==> src/logic/rxirq_pkg.sv <==
// Package for the receiver interrupt combiner and pin control block.
// Holds register offsets, field positions, reset values and pin timing.
package rxirq_pkg;

   // Register offsets within the 8-bit register map
   localparam logic [7:0] RXIRQ_OFF_SOURCE      = 8'h3f;
   localparam logic [7:0] RXIRQ_OFF_PIN_CFG     = 8'h40;
   localparam logic [7:0] RXIRQ_OFF_MANUAL_MASK = 8'h4b;
   localparam logic [7:0] RXIRQ_OFF_CABLE_RAW   = 8'h6f;
   localparam logic [7:0] RXIRQ_OFF_CABLE_ST    = 8'h70;
   localparam logic [7:0] RXIRQ_OFF_CABLE_CLR   = 8'h71;
   localparam logic [7:0] RXIRQ_OFF_CABLE_MASK  = 8'h73;
   localparam logic [7:0] RXIRQ_OFF_KEY_RAW     = 8'h88;
   localparam logic [7:0] RXIRQ_OFF_KEY_ST      = 8'h89;
   localparam logic [7:0] RXIRQ_OFF_KEY_CLR     = 8'h8a;
   localparam logic [7:0] RXIRQ_OFF_KEY_MASK    = 8'h8c;
   localparam logic [7:0] RXIRQ_OFF_MANUAL_ST   = 8'h4c;

   // Field positions
   localparam int RXIRQ_BIT_RX_ACTIVE   = 0;
   localparam int RXIRQ_BIT_TXA_N       = 1;
   localparam int RXIRQ_BIT_TXB_N       = 2;
   localparam int RXIRQ_BIT_DRIVE_LO    = 0;
   localparam int RXIRQ_BIT_FORCE       = 2;
   localparam int RXIRQ_BIT_IGNORE_MASK = 4;
   localparam int RXIRQ_BIT_LEN_LO      = 6;
   localparam int RXIRQ_BIT_MANUAL_MASK = 7;
   localparam int RXIRQ_BIT_PORT0       = 3;
   localparam int RXIRQ_BIT_MANUAL_ST   = 0;

   // Reset values
   localparam logic [1:0] RXIRQ_RST_LEN   = 2'h0;
   localparam logic [1:0] RXIRQ_RST_DRIVE = 2'h0;

   // Pin drive styles
   localparam logic [1:0] RXIRQ_DRV_OPEN_DRAIN = 2'h0;
   localparam logic [1:0] RXIRQ_DRV_LOW_ACTIVE = 2'h1;
   localparam logic [1:0] RXIRQ_DRV_HIGH_ACT   = 2'h2;
   localparam logic [1:0] RXIRQ_DRV_DISABLED   = 2'h3;

   // Pulse lengths in sys_clk periods
   localparam logic [1:0] RXIRQ_LEN_HOLD  = 2'h3;
   localparam logic [6:0] RXIRQ_LEN_SHORT = 7'h04;
   localparam logic [6:0] RXIRQ_LEN_MID   = 7'h10;
   localparam logic [6:0] RXIRQ_LEN_LONG  = 7'h40;

   // Pin signal group
   typedef struct packed {
      logic out;
      logic oe;
   } rxirq_pin_t;

   // Control fields held in register 0x40
   typedef struct packed {
      logic [1:0] len_sel;
      logic       ignore_mask;
      logic       force_req;
      logic [1:0] drive_sel;
   } rxirq_cfg_t;

endpackage

==> src/logic/rxirq_latch.sv <==
// One receiver interrupt source: raw bit, latched status, mask, clear.
// Assumes event and clear come from logic on sys_clk.
`timescale 1ns/100ps
module rxirq_latch #(
   parameter bit EDGE_TYPE = 1'b0
) (
   // Clock and reset
   input  wire logic sys_clk,
   input  wire logic rst_n,
   // Source and controls
   input  wire logic src_in,
   input  wire logic mask_in,
   input  wire logic ignore_mask,
   input  wire logic clear_in,
   // Results
   output logic      raw_out,
   output logic      status_out,
   output logic      irq_out
);
   logic raw_r;
   logic src_prev_r;
   logic status_r;
   wire  src_rise   = src_in & ~src_prev_r;
   wire  raw_now    = EDGE_TYPE ? raw_r : src_in;
   wire  raw_change = EDGE_TYPE ? src_rise : (src_in ^ src_prev_r);
   wire  set_status = raw_change & (mask_in | ignore_mask);

   always_ff @(posedge sys_clk or negedge rst_n) begin
      if (!rst_n) begin
         src_prev_r <= 1'b0;
         raw_r      <= 1'b0;
         status_r   <= 1'b0;
      end else begin
         src_prev_r <= src_in;
         // Edge raw latches until cleared; set wins over clear
         if (src_rise)
            raw_r <= 1'b1;
         else if (clear_in)
            raw_r <= 1'b0;
         if (set_status)
            status_r <= 1'b1;
         else if (clear_in)
            status_r <= 1'b0;
      end
   end

   assign raw_out    = raw_now;
   assign status_out = status_r;
   assign irq_out    = status_r & mask_in;
endmodule

==> src/logic/rxirq_pulse.sv <==
// Pin pulse timer and drive style for the combined interrupt.
// Assumes req_in is a level on sys_clk.
`timescale 1ns/100ps
module rxirq_pulse
   import rxirq_pkg::*;
(
   // Clock and reset
   input  wire logic       sys_clk,
   input  wire logic       rst_n,
   // Request and configuration
   input  wire logic       req_in,
   input  wire logic [1:0] len_sel,
   input  wire logic [1:0] drive_sel,
   // Pin
   output rxirq_pin_t      pin
);
   logic       req_prev_r;
   logic       active_r;
   logic [6:0] cnt_r;
   logic [6:0] cnt_nxt;
   wire  start  = req_in & ~req_prev_r;
   wire  [6:0] len = (len_sel == 2'h0) ? RXIRQ_LEN_SHORT :
                     (len_sel == 2'h1) ? RXIRQ_LEN_MID : RXIRQ_LEN_LONG;
   wire  hold   = (len_sel == RXIRQ_LEN_HOLD);
   wire  done   = (cnt_r == len - 7'h01);
   wire  act    = hold ? req_in : active_r;

   assign cnt_nxt = cnt_r + 7'h01;

   always_ff @(posedge sys_clk or negedge rst_n) begin
      if (!rst_n) begin
         req_prev_r <= 1'b0;
         active_r   <= 1'b0;
         cnt_r      <= 7'h00;
      end else begin
         req_prev_r <= req_in;
         if (start && !hold) begin
            active_r <= 1'b1;
            cnt_r    <= 7'h00;
         end else if (active_r && done) begin
            active_r <= 1'b0;
         end else if (active_r) begin
            cnt_r <= cnt_nxt;
         end
      end
   end

   // Pin style: active low open drain or push-pull, high, or off
   always_comb begin
      case (drive_sel)
         RXIRQ_DRV_OPEN_DRAIN: pin = '{out: 1'b0, oe: act};
         RXIRQ_DRV_LOW_ACTIVE: pin = '{out: ~act, oe: 1'b1};
         RXIRQ_DRV_HIGH_ACT:   pin = '{out: act, oe: 1'b1};
         default:              pin = '{out: 1'b0, oe: 1'b0};
      endcase
   end
endmodule

==> src/logic/rxirq_top.sv <==
// Receiver interrupt controller, source combiner and interrupt pin.
// Assumes an 8-bit register port on sys_clk and async pin inputs.
// Notes on behaviour
// - OR receiver and both transmitter requests to pin
// - Pulse length code: 4, 16, 64, hold
// - Drive code: open drain, low, high, off
// - Manual force creates test request
// - Forced request reaches pin only when masked in
// - Receiver active bit reads one while pending
// - First transmitter bit reads zero while pending
// - Second transmitter bit reads zero while pending
// - Source indications are independent
// - Cable raw bit follows supply sense live
// - Key write raw bit latches until cleared
// - Raw change under mask sets status
// - Status stays set until cleared
// - Mask zero blocks cable and key status setting unless ignore-mask is set
// - Write one clears, bit self clears
// - Cable mask routes change to pin
// - Key mask routes key write to pin
// - Status bits hold until own clear
// - No second pulse while request pending
// - Ignore-mask option latches cable and key status without pin
`timescale 1ns/100ps
module rxirq_top
   import rxirq_pkg::*;
(
   // Clock and reset
   input  wire logic             sys_clk,
   input  wire logic             rst_n,
   // Register port
   input  wire logic [7:0]       reg_addr,
   input  wire logic             reg_wr,
   input  wire logic [7:0]       reg_wdata,
   output logic      [7:0]       reg_rdata,
   // Event sources
   input  wire logic             port0_supply_sense,
   input  wire logic             port0_key_write_strobe,
   input  wire logic             tx_first_ctrl_irq,
   input  wire logic             tx_second_ctrl_irq,
   // Interrupt pin
   output rxirq_pin_t            irq_out_pin
);
   rxirq_cfg_t cfg_r;
   logic       manual_irq_pin_mask_r;
   logic       port0_cable_change_mask_r;
   logic       port0_key_write_mask_r;
   logic [2:0] sense_sync_r;
   logic       sense_r;
   logic       manual_irq_status_r;
   logic [7:0] rdata_nxt;
   logic [7:0] rdata_r;

   // Register write decode
   wire wr_cfg   = reg_wr & (reg_addr == RXIRQ_OFF_PIN_CFG);
   wire wr_mman  = reg_wr & (reg_addr == RXIRQ_OFF_MANUAL_MASK);
   wire wr_cmask = reg_wr & (reg_addr == RXIRQ_OFF_CABLE_MASK);
   wire wr_kmask = reg_wr & (reg_addr == RXIRQ_OFF_KEY_MASK);
   // Clear pulses last one cycle, so the bits read back zero
   wire cable_clear = reg_wr & (reg_addr == RXIRQ_OFF_CABLE_CLR) &
                      reg_wdata[RXIRQ_BIT_PORT0];
   wire key_clear   = reg_wr & (reg_addr == RXIRQ_OFF_KEY_CLR) &
                      reg_wdata[RXIRQ_BIT_PORT0];
   wire man_clear   = reg_wr & (reg_addr == RXIRQ_OFF_MANUAL_ST) &
                      reg_wdata[RXIRQ_BIT_MANUAL_ST];

   // Supply sense is a pin: three stages, change when last two agree
   always_ff @(posedge sys_clk or negedge rst_n) begin
      if (!rst_n)
         sense_sync_r <= 3'h0;
      else
         sense_sync_r <= {sense_sync_r[1:0], port0_supply_sense};
   end

   always_ff @(posedge sys_clk or negedge rst_n) begin
      if (!rst_n)
         sense_r <= 1'b0;
      else if (sense_sync_r[1] == sense_sync_r[2])
         sense_r <= sense_sync_r[2];
   end

   // Control registers
   always_ff @(posedge sys_clk or negedge rst_n) begin
      if (!rst_n) begin
         cfg_r                     <= '{len_sel: RXIRQ_RST_LEN,
                                        ignore_mask: 1'b0,
                                        force_req: 1'b0,
                                        drive_sel: RXIRQ_RST_DRIVE};
         manual_irq_pin_mask_r     <= 1'b0;
         port0_cable_change_mask_r <= 1'b0;
         port0_key_write_mask_r    <= 1'b0;
      end else begin
         if (wr_cfg) begin
            cfg_r.len_sel     <= reg_wdata[RXIRQ_BIT_LEN_LO +: 2];
            cfg_r.ignore_mask <= reg_wdata[RXIRQ_BIT_IGNORE_MASK];
            cfg_r.force_req   <= reg_wdata[RXIRQ_BIT_FORCE];
            cfg_r.drive_sel   <= reg_wdata[RXIRQ_BIT_DRIVE_LO +: 2];
         end
         if (wr_mman)
            manual_irq_pin_mask_r <= reg_wdata[RXIRQ_BIT_MANUAL_MASK];
         if (wr_cmask)
            port0_cable_change_mask_r <= reg_wdata[RXIRQ_BIT_PORT0];
         if (wr_kmask)
            port0_key_write_mask_r <= reg_wdata[RXIRQ_BIT_PORT0];
      end
   end

   // Receiver sources
   logic port0_cable_present_now;
   logic port0_cable_change_status;
   logic cable_irq;
   logic port0_key_write_seen;
   logic port0_key_write_status;
   logic key_irq;

   rxirq_latch #(.EDGE_TYPE(1'b0)) u_cable (
      .sys_clk     (sys_clk),
      .rst_n       (rst_n),
      .src_in      (sense_r),
      .mask_in     (port0_cable_change_mask_r),
      .ignore_mask (cfg_r.ignore_mask),
      .clear_in    (cable_clear),
      .raw_out     (port0_cable_present_now),
      .status_out  (port0_cable_change_status),
      .irq_out     (cable_irq)
   );

   rxirq_latch #(.EDGE_TYPE(1'b1)) u_key (
      .sys_clk     (sys_clk),
      .rst_n       (rst_n),
      .src_in      (port0_key_write_strobe),
      .mask_in     (port0_key_write_mask_r),
      .ignore_mask (cfg_r.ignore_mask),
      .clear_in    (key_clear),
      .raw_out     (port0_key_write_seen),
      .status_out  (port0_key_write_status),
      .irq_out     (key_irq)
   );

   // Manual forced request, latched while forced and masked in
   always_ff @(posedge sys_clk or negedge rst_n) begin
      if (!rst_n)
         manual_irq_status_r <= 1'b0;
      else if (cfg_r.force_req && manual_irq_pin_mask_r)
         manual_irq_status_r <= 1'b1;
      else if (man_clear)
         manual_irq_status_r <= 1'b0;
   end

   wire manual_irq = manual_irq_status_r & manual_irq_pin_mask_r;
   wire rx_ctrl_irq_active = cable_irq | key_irq | manual_irq;
   wire tx_first_ctrl_irq_n  = ~tx_first_ctrl_irq;
   wire tx_second_ctrl_irq_n = ~tx_second_ctrl_irq;
   wire combined_req = rx_ctrl_irq_active | tx_first_ctrl_irq |
                       tx_second_ctrl_irq;

   rxirq_pulse u_pulse (
      .sys_clk   (sys_clk),
      .rst_n     (rst_n),
      .req_in    (combined_req),
      .len_sel   (cfg_r.len_sel),
      .drive_sel (cfg_r.drive_sel),
      .pin       (irq_out_pin)
   );

   // Read mux; unmapped and write-only offsets read zero
   always_comb begin
      rdata_nxt = 8'h00;
      case (reg_addr)
         RXIRQ_OFF_SOURCE: begin
            rdata_nxt[RXIRQ_BIT_RX_ACTIVE] = rx_ctrl_irq_active;
            rdata_nxt[RXIRQ_BIT_TXA_N]     = tx_first_ctrl_irq_n;
            rdata_nxt[RXIRQ_BIT_TXB_N]     = tx_second_ctrl_irq_n;
         end
         RXIRQ_OFF_PIN_CFG: begin
            rdata_nxt[RXIRQ_BIT_LEN_LO +: 2]    = cfg_r.len_sel;
            rdata_nxt[RXIRQ_BIT_IGNORE_MASK]    = cfg_r.ignore_mask;
            rdata_nxt[RXIRQ_BIT_FORCE]          = cfg_r.force_req;
            rdata_nxt[RXIRQ_BIT_DRIVE_LO +: 2]  = cfg_r.drive_sel;
         end
         RXIRQ_OFF_MANUAL_MASK:
            rdata_nxt[RXIRQ_BIT_MANUAL_MASK] = manual_irq_pin_mask_r;
         RXIRQ_OFF_MANUAL_ST:
            rdata_nxt[RXIRQ_BIT_MANUAL_ST] = manual_irq_status_r;
         RXIRQ_OFF_CABLE_RAW:
            rdata_nxt[RXIRQ_BIT_PORT0] = port0_cable_present_now;
         RXIRQ_OFF_CABLE_ST:
            rdata_nxt[RXIRQ_BIT_PORT0] = port0_cable_change_status;
         RXIRQ_OFF_CABLE_MASK:
            rdata_nxt[RXIRQ_BIT_PORT0] = port0_cable_change_mask_r;
         RXIRQ_OFF_KEY_RAW:
            rdata_nxt[RXIRQ_BIT_PORT0] = port0_key_write_seen;
         RXIRQ_OFF_KEY_ST:
            rdata_nxt[RXIRQ_BIT_PORT0] = port0_key_write_status;
         RXIRQ_OFF_KEY_MASK:
            rdata_nxt[RXIRQ_BIT_PORT0] = port0_key_write_mask_r;
         default:
            rdata_nxt = 8'h00;
      endcase
   end

   always_ff @(posedge sys_clk or negedge rst_n) begin
      if (!rst_n)
         rdata_r <= 8'h00;
      else
         rdata_r <= rdata_nxt;
   end

   assign reg_rdata = rdata_r;
endmodule

==> config.mk <==
export PLATFORM = sky130hd
export DESIGN_NAME = rxirq_top
export DESIGN_NICKNAME = d
export VERILOG_FILES = /design/src/logic/rxirq_pkg.sv /design/src/logic/rxirq_latch.sv /design/src/logic/rxirq_pulse.sv /design/src/logic/rxirq_top.sv
export SDC_FILE = /design/constraint.sdc
export NUM_CORES = 1
export LEC_CHECK = 0
export BUFFER_PORTS_ARGS = -buffer_cell sky130_fd_sc_hd__buf_2
export CAP_MARGIN = 20
export CORE_UTILIZATION = 54
export DETAILED_ROUTE_END_ITERATION = 8
export GPL_ROUTABILITY_DRIVEN = 1
export GPL_TIMING_DRIVEN = 1
export PLACE_DENSITY_LB_ADDON = 0.25
export SYNTH_ARGS = -nofsm -noshare
export SYNTH_HDL_FRONTEND = slang
export SYNTH_SLANG_ARGS = --single-unit
==> constraint.sdc <==
create_clock -name sys_clk -period 2.7 [get_ports sys_clk]
set_input_delay 0.675 -clock sys_clk [delete_from_list [all_inputs] [get_ports sys_clk]]
set_output_delay 0.675 -clock sys_clk [all_outputs]
set_load 0.05 [all_outputs]
# Yosys cells after proc, flatten, opt, wreduce, memory -nomap -nowiden
# Index checks and enable logic that the tools add are counted.
dict set report word_totals {
  output_inout_bits 10
  mem_bits_rw 0
  latch_bits 0
  reg_bits 35
  inputBits 23
  elab_cells 104
  rom_bits 0
  mem_count 0
}
dict set report op_classes {
  bitwise_logic 29
  n_mul 0
  n_eq_ne 19
  reduce_logical 13
  n_div 0
  n_mux 22
  magnitude_cmp 0
  shift 0
  add_sub_neg 2
}
# operator count
set op_table {}
lappend op_table {{== test 8 x 7 -> 1 bit, second input constant} 7}
lappend op_table {{2-to-1 mux 7 bit} 5}
lappend op_table {{== test 8 bit, second input constant} 4}
lappend op_table {{bitwise AND 1 bit} 17}
lappend op_table {{2-to-1 mux 1 bit} 12}
lappend op_table {{nonzero test 2 bit} 6}
lappend op_table {{== test 8 x 6 -> 1 bit, second input constant} 1}
lappend op_table {{adder 7 x 1 -> 7 bit, second input constant} 1}
lappend op_table {{== test 7 bit} 1}
lappend op_table {{subtractor 7 x 1 -> 7 bit, second input constant} 1}
lappend op_table {{OR 1 bit} 6}
lappend op_table {{one-hot mux 1 bit (6 select lines)} 1}
lappend op_table {{one-hot mux 2 bit (3 select lines)} 1}
lappend op_table {{inverter 1 bit} 5}
lappend op_table {{== test 2 x 1 -> 1 bit, second input constant} 2}
lappend op_table {{== test 2 bit, second input constant} 2}
lappend op_table {{zero test 2 bit} 2}
lappend op_table {{one-hot mux 2 bit (2 select lines)} 1}
lappend op_table {{logical AND 1 bit} 3}
lappend op_table {{one-hot mux 1 bit (3 select lines)} 1}
lappend op_table {{inequality test 2 x 1 -> 1 bit, second input constant} 1}
lappend op_table {{one-hot mux 1 bit (2 select lines)} 1}
lappend op_table {{AND reduction 2 bit} 1}
lappend op_table {{== test 1 bit} 1}
lappend op_table {{2 further kinds} 2}

# Longest topological paths before layout
# Gate-level depths: netlist of run 1.
dict set report logic_depth {
  depth_word 9
  depth_mapped 6
  ltp_nobuf 5
}

# By module
# A second synthesis of run 1 with hierarchy kept.
dict set report unflattened {
  cells_unflattened 151
  area_unflattened_um2 1774.2
}
# mod cells_per_inst seq_area_each_um2 n_inst area_per_inst_um2
set by_module_without_submodules {}
lappend by_module_without_submodules {rxirq_top 75 525.5 1 960.9}
lappend by_module_without_submodules {rxirq_pulse 58 225.2 1 596.8}
lappend by_module_without_submodules {{rxirq_latch (u_key)} 10 75.1 1 123.9}
lappend by_module_without_submodules {{rxirq_latch (u_cable)} 8 50.0 1 92.6}

# Least setup slack after synthesis of run 1
# No wires, ideal clock.
dict set report synth_path {
  path_type {input -> output}
  from {input tx_first_ctrl_irq}
  to {output irq_out_pin[0] (netlist name)}
  arrival_ns 1.730
  path_stages 4
  path_buffers 0
  t_required_ns 2.025
  setup_slack_ns 0.295
  cell_sequence {nor2_1 > a41oi_1 > a21oi_1 > nor2_1}
}
# item line
set synth_lines {}
lappend synth_lines {{start: declaration} rxirq_top.sv:39} ;# input wire logic tx_first_ctrl_irq,
lappend synth_lines {{end: declaration} rxirq_top.sv:42} ;# output rxirq_pin_t irq_out_pin

==> results of run 1 <==
-- worst max-delay path, stage by stage, from the launching register on --
cell and delay (ps):
dfrtp_1 410, a222oi_1 340, buf_4 180, a41oi_2 130, mux2_2 300, clkbuf_4 210
-- power by group through the flow --
stage | logic [mW] | registers, mW | clock network [mW]
after floorplan | 0.208 | 0.633 | 0
after global placement | 0.244 | 0.657 | 0
after detailed placement | 0.260 | 0.659 | 0
after CTS | 0.261 | 0.648 | 0.283
after global routing | 0.295 | 0.658 | 0.306
final | 0.265 | 0.648 | 0.275
-- through the flow --
stage	setup slack, ps	hold WS [ps]	cells	utilization (%)	instance area (µm²)
5_1_grt	22.5	382	237	65.3	1980
4_1_cts	46.9	359	235	64.5	1950
3_5_place_dp	380	335	227	62.7	1900
6_report	119	357	237	65.3	1980
2_1_floorplan	295	331	155	-	1710
3_3_place_gp	370	338	227	62.7	1900
-- cell type report --
cell class,instances,area share [%]
clock inverters,2,0.633
multi-input cells,112,40.0
well taps,44,2.78
repair buffers,35,9.61
flip-flops and latches,35,44.3
clock buffers,6,2.09
inverters,3,0.569
-- sequential cells by signal (all words and copies together) (netlist names), 3 cells and up --
register       count
sense_sync_r       3
reg_rdata          7
u_pulse.cnt_r      7
cfg_r              6
-- how the worst max path moves through the flow --
stage	cells past startpoint	endpoint	from	slack, ps
final	5	irq_out_pin[1]	manual_irq_pin_mask_r$_DFFE_PN0P_	120
after global routing	5	irq_out_pin[1]	manual_irq_pin_mask_r$_DFFE_PN0P_	20
after CTS	4	irq_out_pin[1]	manual_irq_pin_mask_r$_DFFE_PN0P_	50
after detailed placement	5	irq_out_pin[1]	tx_first_ctrl_irq	380
after global placement	5	irq_out_pin[1]	tx_first_ctrl_irq	370
after floorplan	4	irq_out_pin[0]	tx_first_ctrl_irq	290
-- what timing repair did --
action,in CTS,in global routing
endpoints found under the hold margin,0,0
resized for setup,0,2
setup endpoints to repair,0,2
buffers inserted,0,2
-- metal layers --
| metal | vias up | share of wire (%) | GRT usage, % |
|---|---|---|---|
| li1 | 655 | - | - |
| met1 | 640 | 46 | 26.2 |
| met2 | 33 | 48 | 34.8 |
| met3 | 7 | 3.8 | 6.03 |
| met4 | 0 | 2.3 | 9.18 |
| met5 | - | 0 | 0 |
-- Yosys cell counts, drive strengths merged, types with 4 or more instances --
cell type | instances | area, µm²
a21o | 4 | 31.3
a21oi | 10 | 53.8
dfrtp | 35 | 876
ha | 5 | 62.6
mux2 | 10 | 113
nand2 | 12 | 45.0
nand3 | 7 | 35.0
nand4 | 7 | 43.8
nor2 | 4 | 15.0
o21ai | 10 | 50.0
or3 | 6 | 45.0
-- cells by family (layout without fill, tap and decap cells) --
group | after synthesis | count (layout)
flip-flops | 35 | 35
multiplexers | 11 | 11
AND/OR/NAND/NOR | 59 | 59
buffers and inverters | 8 | 46
adder cells (fa/ha/maj) | 6 | 6
AO/OA/AOI/OAI | 35 | 35
other | 1 | 1
==> results.sh, run 1 <==
export IMPL_start_kind="flip-flop"
export IMPL_n_antenna_cell=0
export IMPL_synthMuxAreaShare_pct=7.17
export IMPL_clkSinkCount=35
export IMPL_synthAdderAreaFrac_pct=4.25
export IMPL_crit_type="reg2out"
export IMPL_syn2layout_area_growth_pct=15.7
export IMPL_power_frac_clock_pct=23.1
export IMPL_power_switching_mw=0.391
export IMPL_path_clk_slew_ps=110
export IMPL_final_cell_mix="dfrtp_1, buf_2, nand2_1"
export IMPL_internal_power_mw=0.797
export IMPL_die_w_um=58.3
export IMPL_multi_input_area_um2=792
export IMPL_fin_crit_ps=2580
export IMPL_first_pass_iters=4
export IMPL_core_area_mm2=0.00303
export IMPL_rows=20
export IMPL_fill_cells=241
export IMPL_hp_class="reg2reg"
export IMPL_regToRegEndpoint="u_pulse.cnt_r[6]$_DFFE_PN0P_"
export IMPL_ctsHoldBuffers=0
export IMPL_final_common_cell="dfrtp_1"
export IMPL_hold_depth=0
export IMPL_hold_viol=0
export IMPL_rsz0062_at_grt="no"
export IMPL_seq_power_share_pct=54.6
export IMPL_whs_endpoint="sense_sync_r[1]$_DFF_PN0_"
export IMPL_syn_inst=155
export IMPL_synth_seq_cells=35
export IMPL_routed_wl_mm=3.20
export IMPL_power_density_mw_per_mm2=601
export IMPL_synth_compound_area_share_pct=13.7
export IMPL_dp_hpwl_mm=2.35
export IMPL_drt_iter0_markers=56
export IMPL_yosysSeqAreaShare_pct=51.2
export IMPL_synth_cell_types=40
export IMPL_reg2reg_from="cfg_r[5]$_DFFE_PN0P_"
export IMPL_fin_nets=220
export IMPL_period_share_pct=95.6
export IMPL_maxSlewHeadroom_pct=45.9
export IMPL_grt_usage_pct=21.2
export IMPL_grt_ovfl_total=0
export IMPL_hp_start="sense_sync_r[0]$_DFF_PN0_"
export IMPL_totalNegativeSetupSlack_ps=0
export IMPL_fmax_mhz=387
export IMPL_drv_cap=0
export IMPL_cts_made_buffers=5
export IMPL_clockBufferDepth=2
export IMPL_clockRootBuffer="clkbuf_4"
export IMPL_synth_edf_count=0
export IMPL_ir_drop_mv=0.357
export IMPL_synth_top_family_by_area="simple AND/OR/NAND/NOR gates"
export IMPL_synth_top_flop_cell="dfrtp_1"
export IMPL_io_pins=33
export IMPL_yosys_area_share_simple_pct=20.6
export IMPL_worst_r2r_path_depth=4
export IMPL_dieArea_mm2=0.00339
export IMPL_htree_levels=2
export IMPL_postRouteAntennaNets=0
export IMPL_drive_above_1_share_pct=32.6
export IMPL_synthArstFlopShare_pct=100
export IMPL_grt_pass1_vias=1230
export IMPL_antenna_found_initial=0
export IMPL_drc=0
export IMPL_yosys_area_share_xor_xnor_pct=0
export IMPL_slew_violations=0
export IMPL_p_leak_nw=0.925
export IMPL_status="finished, final reports clean"
export IMPL_fp_dieH_um=58.3
export IMPL_tightest_slew_ps=811
export IMPL_gp_congestion=0.784
export IMPL_fin_skew_ps=8.38
export IMPL_vias=1335
export IMPL_grt_max_degree=36
export IMPL_combPwrFrac_pct=22.3
export IMPL_tritoncts="done"
export IMPL_avgViaCountPerCell=5.63
export IMPL_reg2reg_slack_ps=480
export IMPL_ff_latch_area_um2=876
export IMPL_setup_viol=0
export IMPL_port_buffers=30
export IMPL_cp_max_fo=3
export IMPL_synth_area_per_cell_um2=11.0
export IMPL_wl_per_cell_um=13.5
export IMPL_clock_latency_ps=330
export IMPL_arrival_ps=1910
export IMPL_start_util_pct=56.4
export IMPL_grt_pass1_wl_mm=5.33
export IMPL_power_mw=1.19
export IMPL_p_sw_share_pct=32.9
export IMPL_yosysWarnings=0
export IMPL_critical_path_required_ps=2030
export IMPL_syn_area_mm2=0.00171
export IMPL_syn_nets=183
export IMPL_end_kind="output port"
Power figures use the tool's default switching activity.
==> run 2, diff against run 1 <==
--- a/config.mk
+++ b/config.mk
@@ -11,7 +11,8 @@
 export DETAILED_ROUTE_END_ITERATION = 8
 export GPL_ROUTABILITY_DRIVEN = 1
 export GPL_TIMING_DRIVEN = 1
-export PLACE_DENSITY_LB_ADDON = 0.25
+export PLACE_DENSITY = 0.78
 export SYNTH_ARGS = -nofsm -noshare
 export SYNTH_HDL_FRONTEND = slang
+export SYNTH_HIERARCHICAL = 1
 export SYNTH_SLANG_ARGS = --single-unit
==> results.sh, run 2 <==
export IMPL_status="finished, final reports clean"
export IMPL_setup_viol=0
export IMPL_power_density_mw_per_mm2=601
export IMPL_wl_per_cell_um=14.8
export IMPL_totalNegativeSetupSlack_ps=0
export IMPL_crit_path_max_incr_delay_ps=390
export IMPL_grt_pass1_wl_mm=5.70
export IMPL_grt_ovfl_total=0
export IMPL_power_mw=1.26
export IMPL_hold_viol=0
export IMPL_core_area_mm2=0.00308
export IMPL_grt_max_degree=36
export IMPL_layout_setup_ws_ps=71.4
export IMPL_dpl_instance_area_mm2=0.00197
export IMPL_slew_violations=0
export IMPL_synth_edf_count=0
export IMPL_start_kind="flip-flop"
export IMPL_syn_inst=151
export IMPL_tightest_slew_ps=732
export IMPL_port_buffers=30
export IMPL_path_clk_slew_ps=100
export IMPL_yosysMostFrequentCell="dfrtp_1"
export IMPL_critPathBufInv=1
export IMPL_rows=20
export IMPL_end_kind="output port"
export IMPL_fin_util_pct=68.2
export IMPL_synth_cell_types=49
export IMPL_placed_cells=224
export IMPL_rsz0062_at_grt="yes"
export IMPL_syn_area_mm2=0.00177
export IMPL_grt_pass1_vias=1233
export IMPL_cp_slowest_cell="dfrtp_1"
export IMPL_yosysSeqAreaShare_pct=49.4
export IMPL_yosys_area_top_type="dfrtp_1"
export IMPL_routed_wl_mm=3.51
export IMPL_fin_crit_ps=2630
export IMPL_drc=0
export IMPL_first_pass_iters=4
export IMPL_synth_area_leaders="dfrtp_1, mux2_2, ha_1"
export IMPL_clock_latency_ps=340
export IMPL_final_common_cell="dfrtp_1"
export IMPL_p_leak_nw=1.01
export IMPL_pre_cts_ws_ps=249
export IMPL_start_util_pct=57.6
export IMPL_die_w_um=59.3
export IMPL_final_cell_mix="dfrtp_1, buf_2, nor2_1, mux2_2"
export IMPL_finalInstanceArea_mm2=0.00210
export IMPL_yosysWarnings=6
export IMPL_fin_skew_ps=7.81
export IMPL_crit_type="reg2out"
export IMPL_drt_iter0_markers=35
export IMPL_gp_congestion=0.836
export IMPL_grt_usage_pct=22.5
export IMPL_synth_top_flop_cell="dfrtp_1"
export IMPL_path_delay_family="multiplexers"
export IMPL_postRouteAntennaNets=0
export IMPL_fp_dieH_um=59.3
export IMPL_dieArea_mm2=0.00352
export IMPL_tritoncts="done"
export IMPL_clockRootBuffer="clkbuf_4"
export IMPL_htree_levels=2
export IMPL_yosys_top_cells_count="dfrtp_1, mux2_2, nor2_1"
export IMPL_synth_top_area_share_pct=49.4
export IMPL_cts_made_buffers=5
export IMPL_synthArstFlopShare_pct=100
export IMPL_clockBufferDepth=2
export IMPL_whs_ps=363
export IMPL_fin_cells=237
export IMPL_antenna_found_initial=0
export IMPL_ir_drop_mv=0.401
export IMPL_drv_cap=0
export IMPL_path_cells="and2_1, a211oi_2, nand2_1, mux2_4, mux2_2, buf_6"
export IMPL_drive_above_1_share_pct=34.2
export IMPL_critical_path_required_ps=2030
export IMPL_fin_nets=220
export IMPL_synth_seq_cells=35
export IMPL_syn2layout_area_growth_pct=18.3
export IMPL_maxSlewHeadroom_pct=51.2
export IMPL_fmax_mhz=380
export IMPL_period_share_pct=97.4
export IMPL_clkSinkCount=35
export IMPL_reg2reg_slack_ps=730
export IMPL_cp_max_fo=2
export IMPL_synth_area_per_cell_um2=11.7
export IMPL_io_pins=33
export IMPL_arrival_ps=1950
export IMPL_vias=1345
export IMPL_syn_nets=179
export IMPL_n_antenna_cell=0
export IMPL_avgViaCountPerCell=5.68
export IMPL_ctsHoldBuffers=0
export IMPL_dp_hpwl_mm=2.59
export IMPL_hp_class="reg2reg"
[run 2: cell types whose count changed after synthesis, moves of 5 or more]
cell | previous run | this run
a21oi_1 | 9 | 1
nand3_1 | 7 | 2
nor2_1 | 4 | 10
or3_2 | 6 | 0
[run 2: where the power goes]
part	switching, mW	internal, mW	leakage (nW)
Combinational	0.172	0.138	0.522
Clock	0.163	0.153	0.0386
Sequential	0.0594	0.576	0.446
[run 2: what timing repair did]
| action | in CTS | in global routing |
|---|---|---|
| gates resized for setup | 2 | 5 |
| hold endpoints to repair | 0 | 0 |
| endpoints found under the setup margin | 2 | 2 |
| setup buffers | 2 | 3 |
| pin swaps | 1 | 2 |
[run 2: layout make-up]
type	count	area (µm²)
Fill cell	244	980
Sequential cell	35	876
Multi-Input combinational cell	107	868
Timing Repair Buffer	36	204
Clock buffer	8	68.8
Tap cell	44	55.1
Inverter	7	26.3
[run 2: path summary, 6_finish.rpt]
path,cells after the start,start,to
setup reg to reg,5,u_pulse/cnt_r[3]$_DFFE_PN0P_,u_pulse/cnt_r[5]$_DFFE_PN0P_
hold reg to reg,0,sense_sync_r[0]$_DFF_PN0_,sense_sync_r[1]$_DFF_PN0_
hold / removal,0,sense_sync_r[0]$_DFF_PN0_,sense_sync_r[1]$_DFF_PN0_
setup / recovery,6,port0_cable_change_mask_r$_DFFE_PN0P_,irq_out_pin[1]
min in group asynchronous,1,rst_n,reg_rdata[6]$_DFF_PN0_
max in group asynchronous,1,rst_n,sense_r$_DFFE_PN0N_
[run 2: cells by family (layout without fill, tap and decap cells)]
| family | after synthesis | after routing | share of synthesized area, % |
|---|---|---|---|
| mux | 14 | 14 | 8.96 |
| xor+xnor | 5 | 5 | 2.47 |
| fa+ha+maj | 6 | 6 | 4.09 |
| other cells | 1 | 1 | 0.211 |
| compound gates | 17 | 17 | 8.82 |
| flops | 35 | 35 | 49.4 |
| simple gates | 64 | 64 | 23.8 |
| buf+inv | 9 | 51 | 2.33 |
[run 2: metal layers]
layer | part of all wire, % | global-route usage, % | vias up
met5 | 0 | 0 | -
met4 | 1.5 | 9.18 | 0
met3 | 5.4 | 4.80 | 7
met2 | 49 | 36.1 | 44
met1 | 44 | 29.5 | 658
li1 | - | - | 636
==> run 3, diff against run 2 <==
--- a/config.mk
+++ b/config.mk
@@ -7,11 +7,11 @@
 export LEC_CHECK = 0
 export BUFFER_PORTS_ARGS = -buffer_cell sky130_fd_sc_hd__buf_2
 export CAP_MARGIN = 20
-export CORE_UTILIZATION = 54
+export CORE_UTILIZATION = 55
 export DETAILED_ROUTE_END_ITERATION = 8
 export GPL_ROUTABILITY_DRIVEN = 1
 export GPL_TIMING_DRIVEN = 1
-export PLACE_DENSITY = 0.78
+export PLACE_DENSITY = 0.79
 export SYNTH_ARGS = -nofsm -noshare
 export SYNTH_HDL_FRONTEND = slang
 export SYNTH_HIERARCHICAL = 1
==> constraint.sdc (replaced) <==
create_clock -name sys_clk -period 3.2 [get_ports sys_clk]
set_input_delay 0.8 -clock sys_clk [delete_from_list [all_inputs] [get_ports sys_clk]]
set_output_delay 0.8 -clock sys_clk [all_outputs]
set_load 0.05 [all_outputs]
==> results.sh, run 3 (same netlist as run 2, synthesis figures left out) <==
export IMPL_arrival_ps=2190
export IMPL_worst_r2r_path_depth=5
export IMPL_final_common_cell="dfrtp_1"
export IMPL_syn2layout_area_growth_pct=13.9
export IMPL_avgViaCountPerCell=5.64
export IMPL_grt_usage_pct=22.7
export IMPL_clockBufferDepth=2
export IMPL_cts_resized=0
export IMPL_maxSlewHeadroom_pct=50.1
export IMPL_ir_drop_mv=0.302
export IMPL_ctsHoldBuffers=0
export IMPL_slew_violations=0
export IMPL_drv_cap=0
export IMPL_power_mw=1.02
export IMPL_antenna_found_initial=0
export IMPL_totalNegativeSetupSlack_ps=0
export IMPL_hold_viol=0
export IMPL_rsz0062_at_grt="no"
export IMPL_cts_made_buffers=5
export IMPL_cp_startpoint="port0_key_write_mask_r$_DFFE_PN0P_"
export IMPL_final_cell_mix="dfrtp_1, buf_2, mux2_2"
export IMPL_vias=1297
export IMPL_fin_skew_ps=10.6
export IMPL_die_w_um=58.8
export IMPL_whs_ps=362
export IMPL_end_kind="output port"
export IMPL_postRouteAntennaNets=0
export IMPL_routed_wl_mm=3.45
export IMPL_clockRootBuffer="clkbuf_4"
export IMPL_n_antenna_cell=0
export IMPL_period_share_pct=93.5
export IMPL_hp_class="reg2reg"
export IMPL_tightest_slew_ps=748
export IMPL_p_leak_nw=0.963
export IMPL_port_buffers=30
export IMPL_fin_nets=214
export IMPL_grt_ovfl_total=0
export IMPL_gp_congestion=0.858
export IMPL_fin_crit_ps=2990
export IMPL_setup_viol=0
export IMPL_fp_dieH_um=58.8
export IMPL_first_pass_iters=4
export IMPL_fmax_mhz=334
export IMPL_critical_path_required_ps=2400
export IMPL_power_density_mw_per_mm2=505
export IMPL_start_util_pct=58.1
export IMPL_cp_max_fo=4
export IMPL_start_kind="flip-flop"
export IMPL_grt_max_degree=36
export IMPL_wl_per_cell_um=15.0
export IMPL_rows=20
export IMPL_hold_depth=0
export IMPL_htree_levels=2
export IMPL_hp_start="sense_sync_r[0]$_DFF_PN0_"
export IMPL_io_pins=33
export IMPL_core_area_mm2=0.00305
export IMPL_clkSinkCount=35
export IMPL_fill_cells=258
export IMPL_crit_type="reg2out"
export IMPL_grt_pass1_wl_mm=5.75
export IMPL_drive_above_1_share_pct=31.2
export IMPL_status="finished, final reports clean"
export IMPL_clock_latency_ps=340
export IMPL_cts_setup_buffers=0
export IMPL_tritoncts="done"
export IMPL_grt_pass1_vias=1301
export IMPL_drc=0
export IMPL_drt_iter0_markers=52
export IMPL_dp_hpwl_mm=2.58
export IMPL_reg2reg_from="u_pulse/cnt_r[3]$_DFFE_PN0P_"
export IMPL_path_clk_slew_ps=100
export IMPL_dieArea_mm2=0.00346
[run 3: final timing paths]
| kind | endpoint | slack [ps] |
|---|---|---|
| setup / recovery | irq_out_pin[1] | 210 |
| hold / removal | sense_sync_r[1]$_DFF_PN0_ | 360 |
| setup reg to reg | u_pulse/cnt_r[5]$_DFFE_PN0P_ | 1230 |
| hold reg to reg | sense_sync_r[1]$_DFF_PN0_ | 360 |
| max in group asynchronous | cfg_r[0]$_DFFE_PN0P_ | 2190 |
| min in group asynchronous | u_key/raw_out$_DFFE_PN0P_ | 520 |
[run 3: cell type report]
type                            count  area [µm²]  share of cell area (%)
Timing Repair Buffer               30         150                    7.43
Inverter                            7        26.3                    1.30
Sequential cell                    35         876                    43.3
Tap cell                           44        55.1                    2.72
Clock inverter                      1        5.00                   0.248
Clock buffer                        6        51.3                    2.54
Multi-Input combinational cell    107         857                    42.4
[run 3: metal layers]
metal | wire length [µm] | vias up | track usage, %
met5 | 0 | - | 0
met4 | 44 | 0 | 7.14
met3 | 132 | 5 | 6.59
met2 | 1740 | 30 | 36.9
met1 | 1530 | 644 | 29.5
li1 | - | 618 | -
[run 3: worst max-delay path, cell delays in order (launching register included)]
cell,delay [ps]
dfrtp_1,420
and2_1,170
a211oi_1,320
nand2_1,170
mux2_2,310
mux2_2,270
buf_2,210
[run 3: metrics by stage]
step	worst slack (ps)	area (µm²)	cells	utilization, %
final	208	2020	230	66.2
after global routing	122	2020	230	66.2
after CTS	173	2020	230	66.2
after detailed placement	509	1960	223	64.3
after global placement	521	1960	223	64.3
after floorplan	619	1770	151	-
[run 3: where the power goes]
part | internal [mW] | switching (mW) | total (mW)
Sequential | 0.486 | 0.0522 | 0.538
Clock | 0.102 | 0.138 | 0.240
Combinational | 0.104 | 0.138 | 0.242
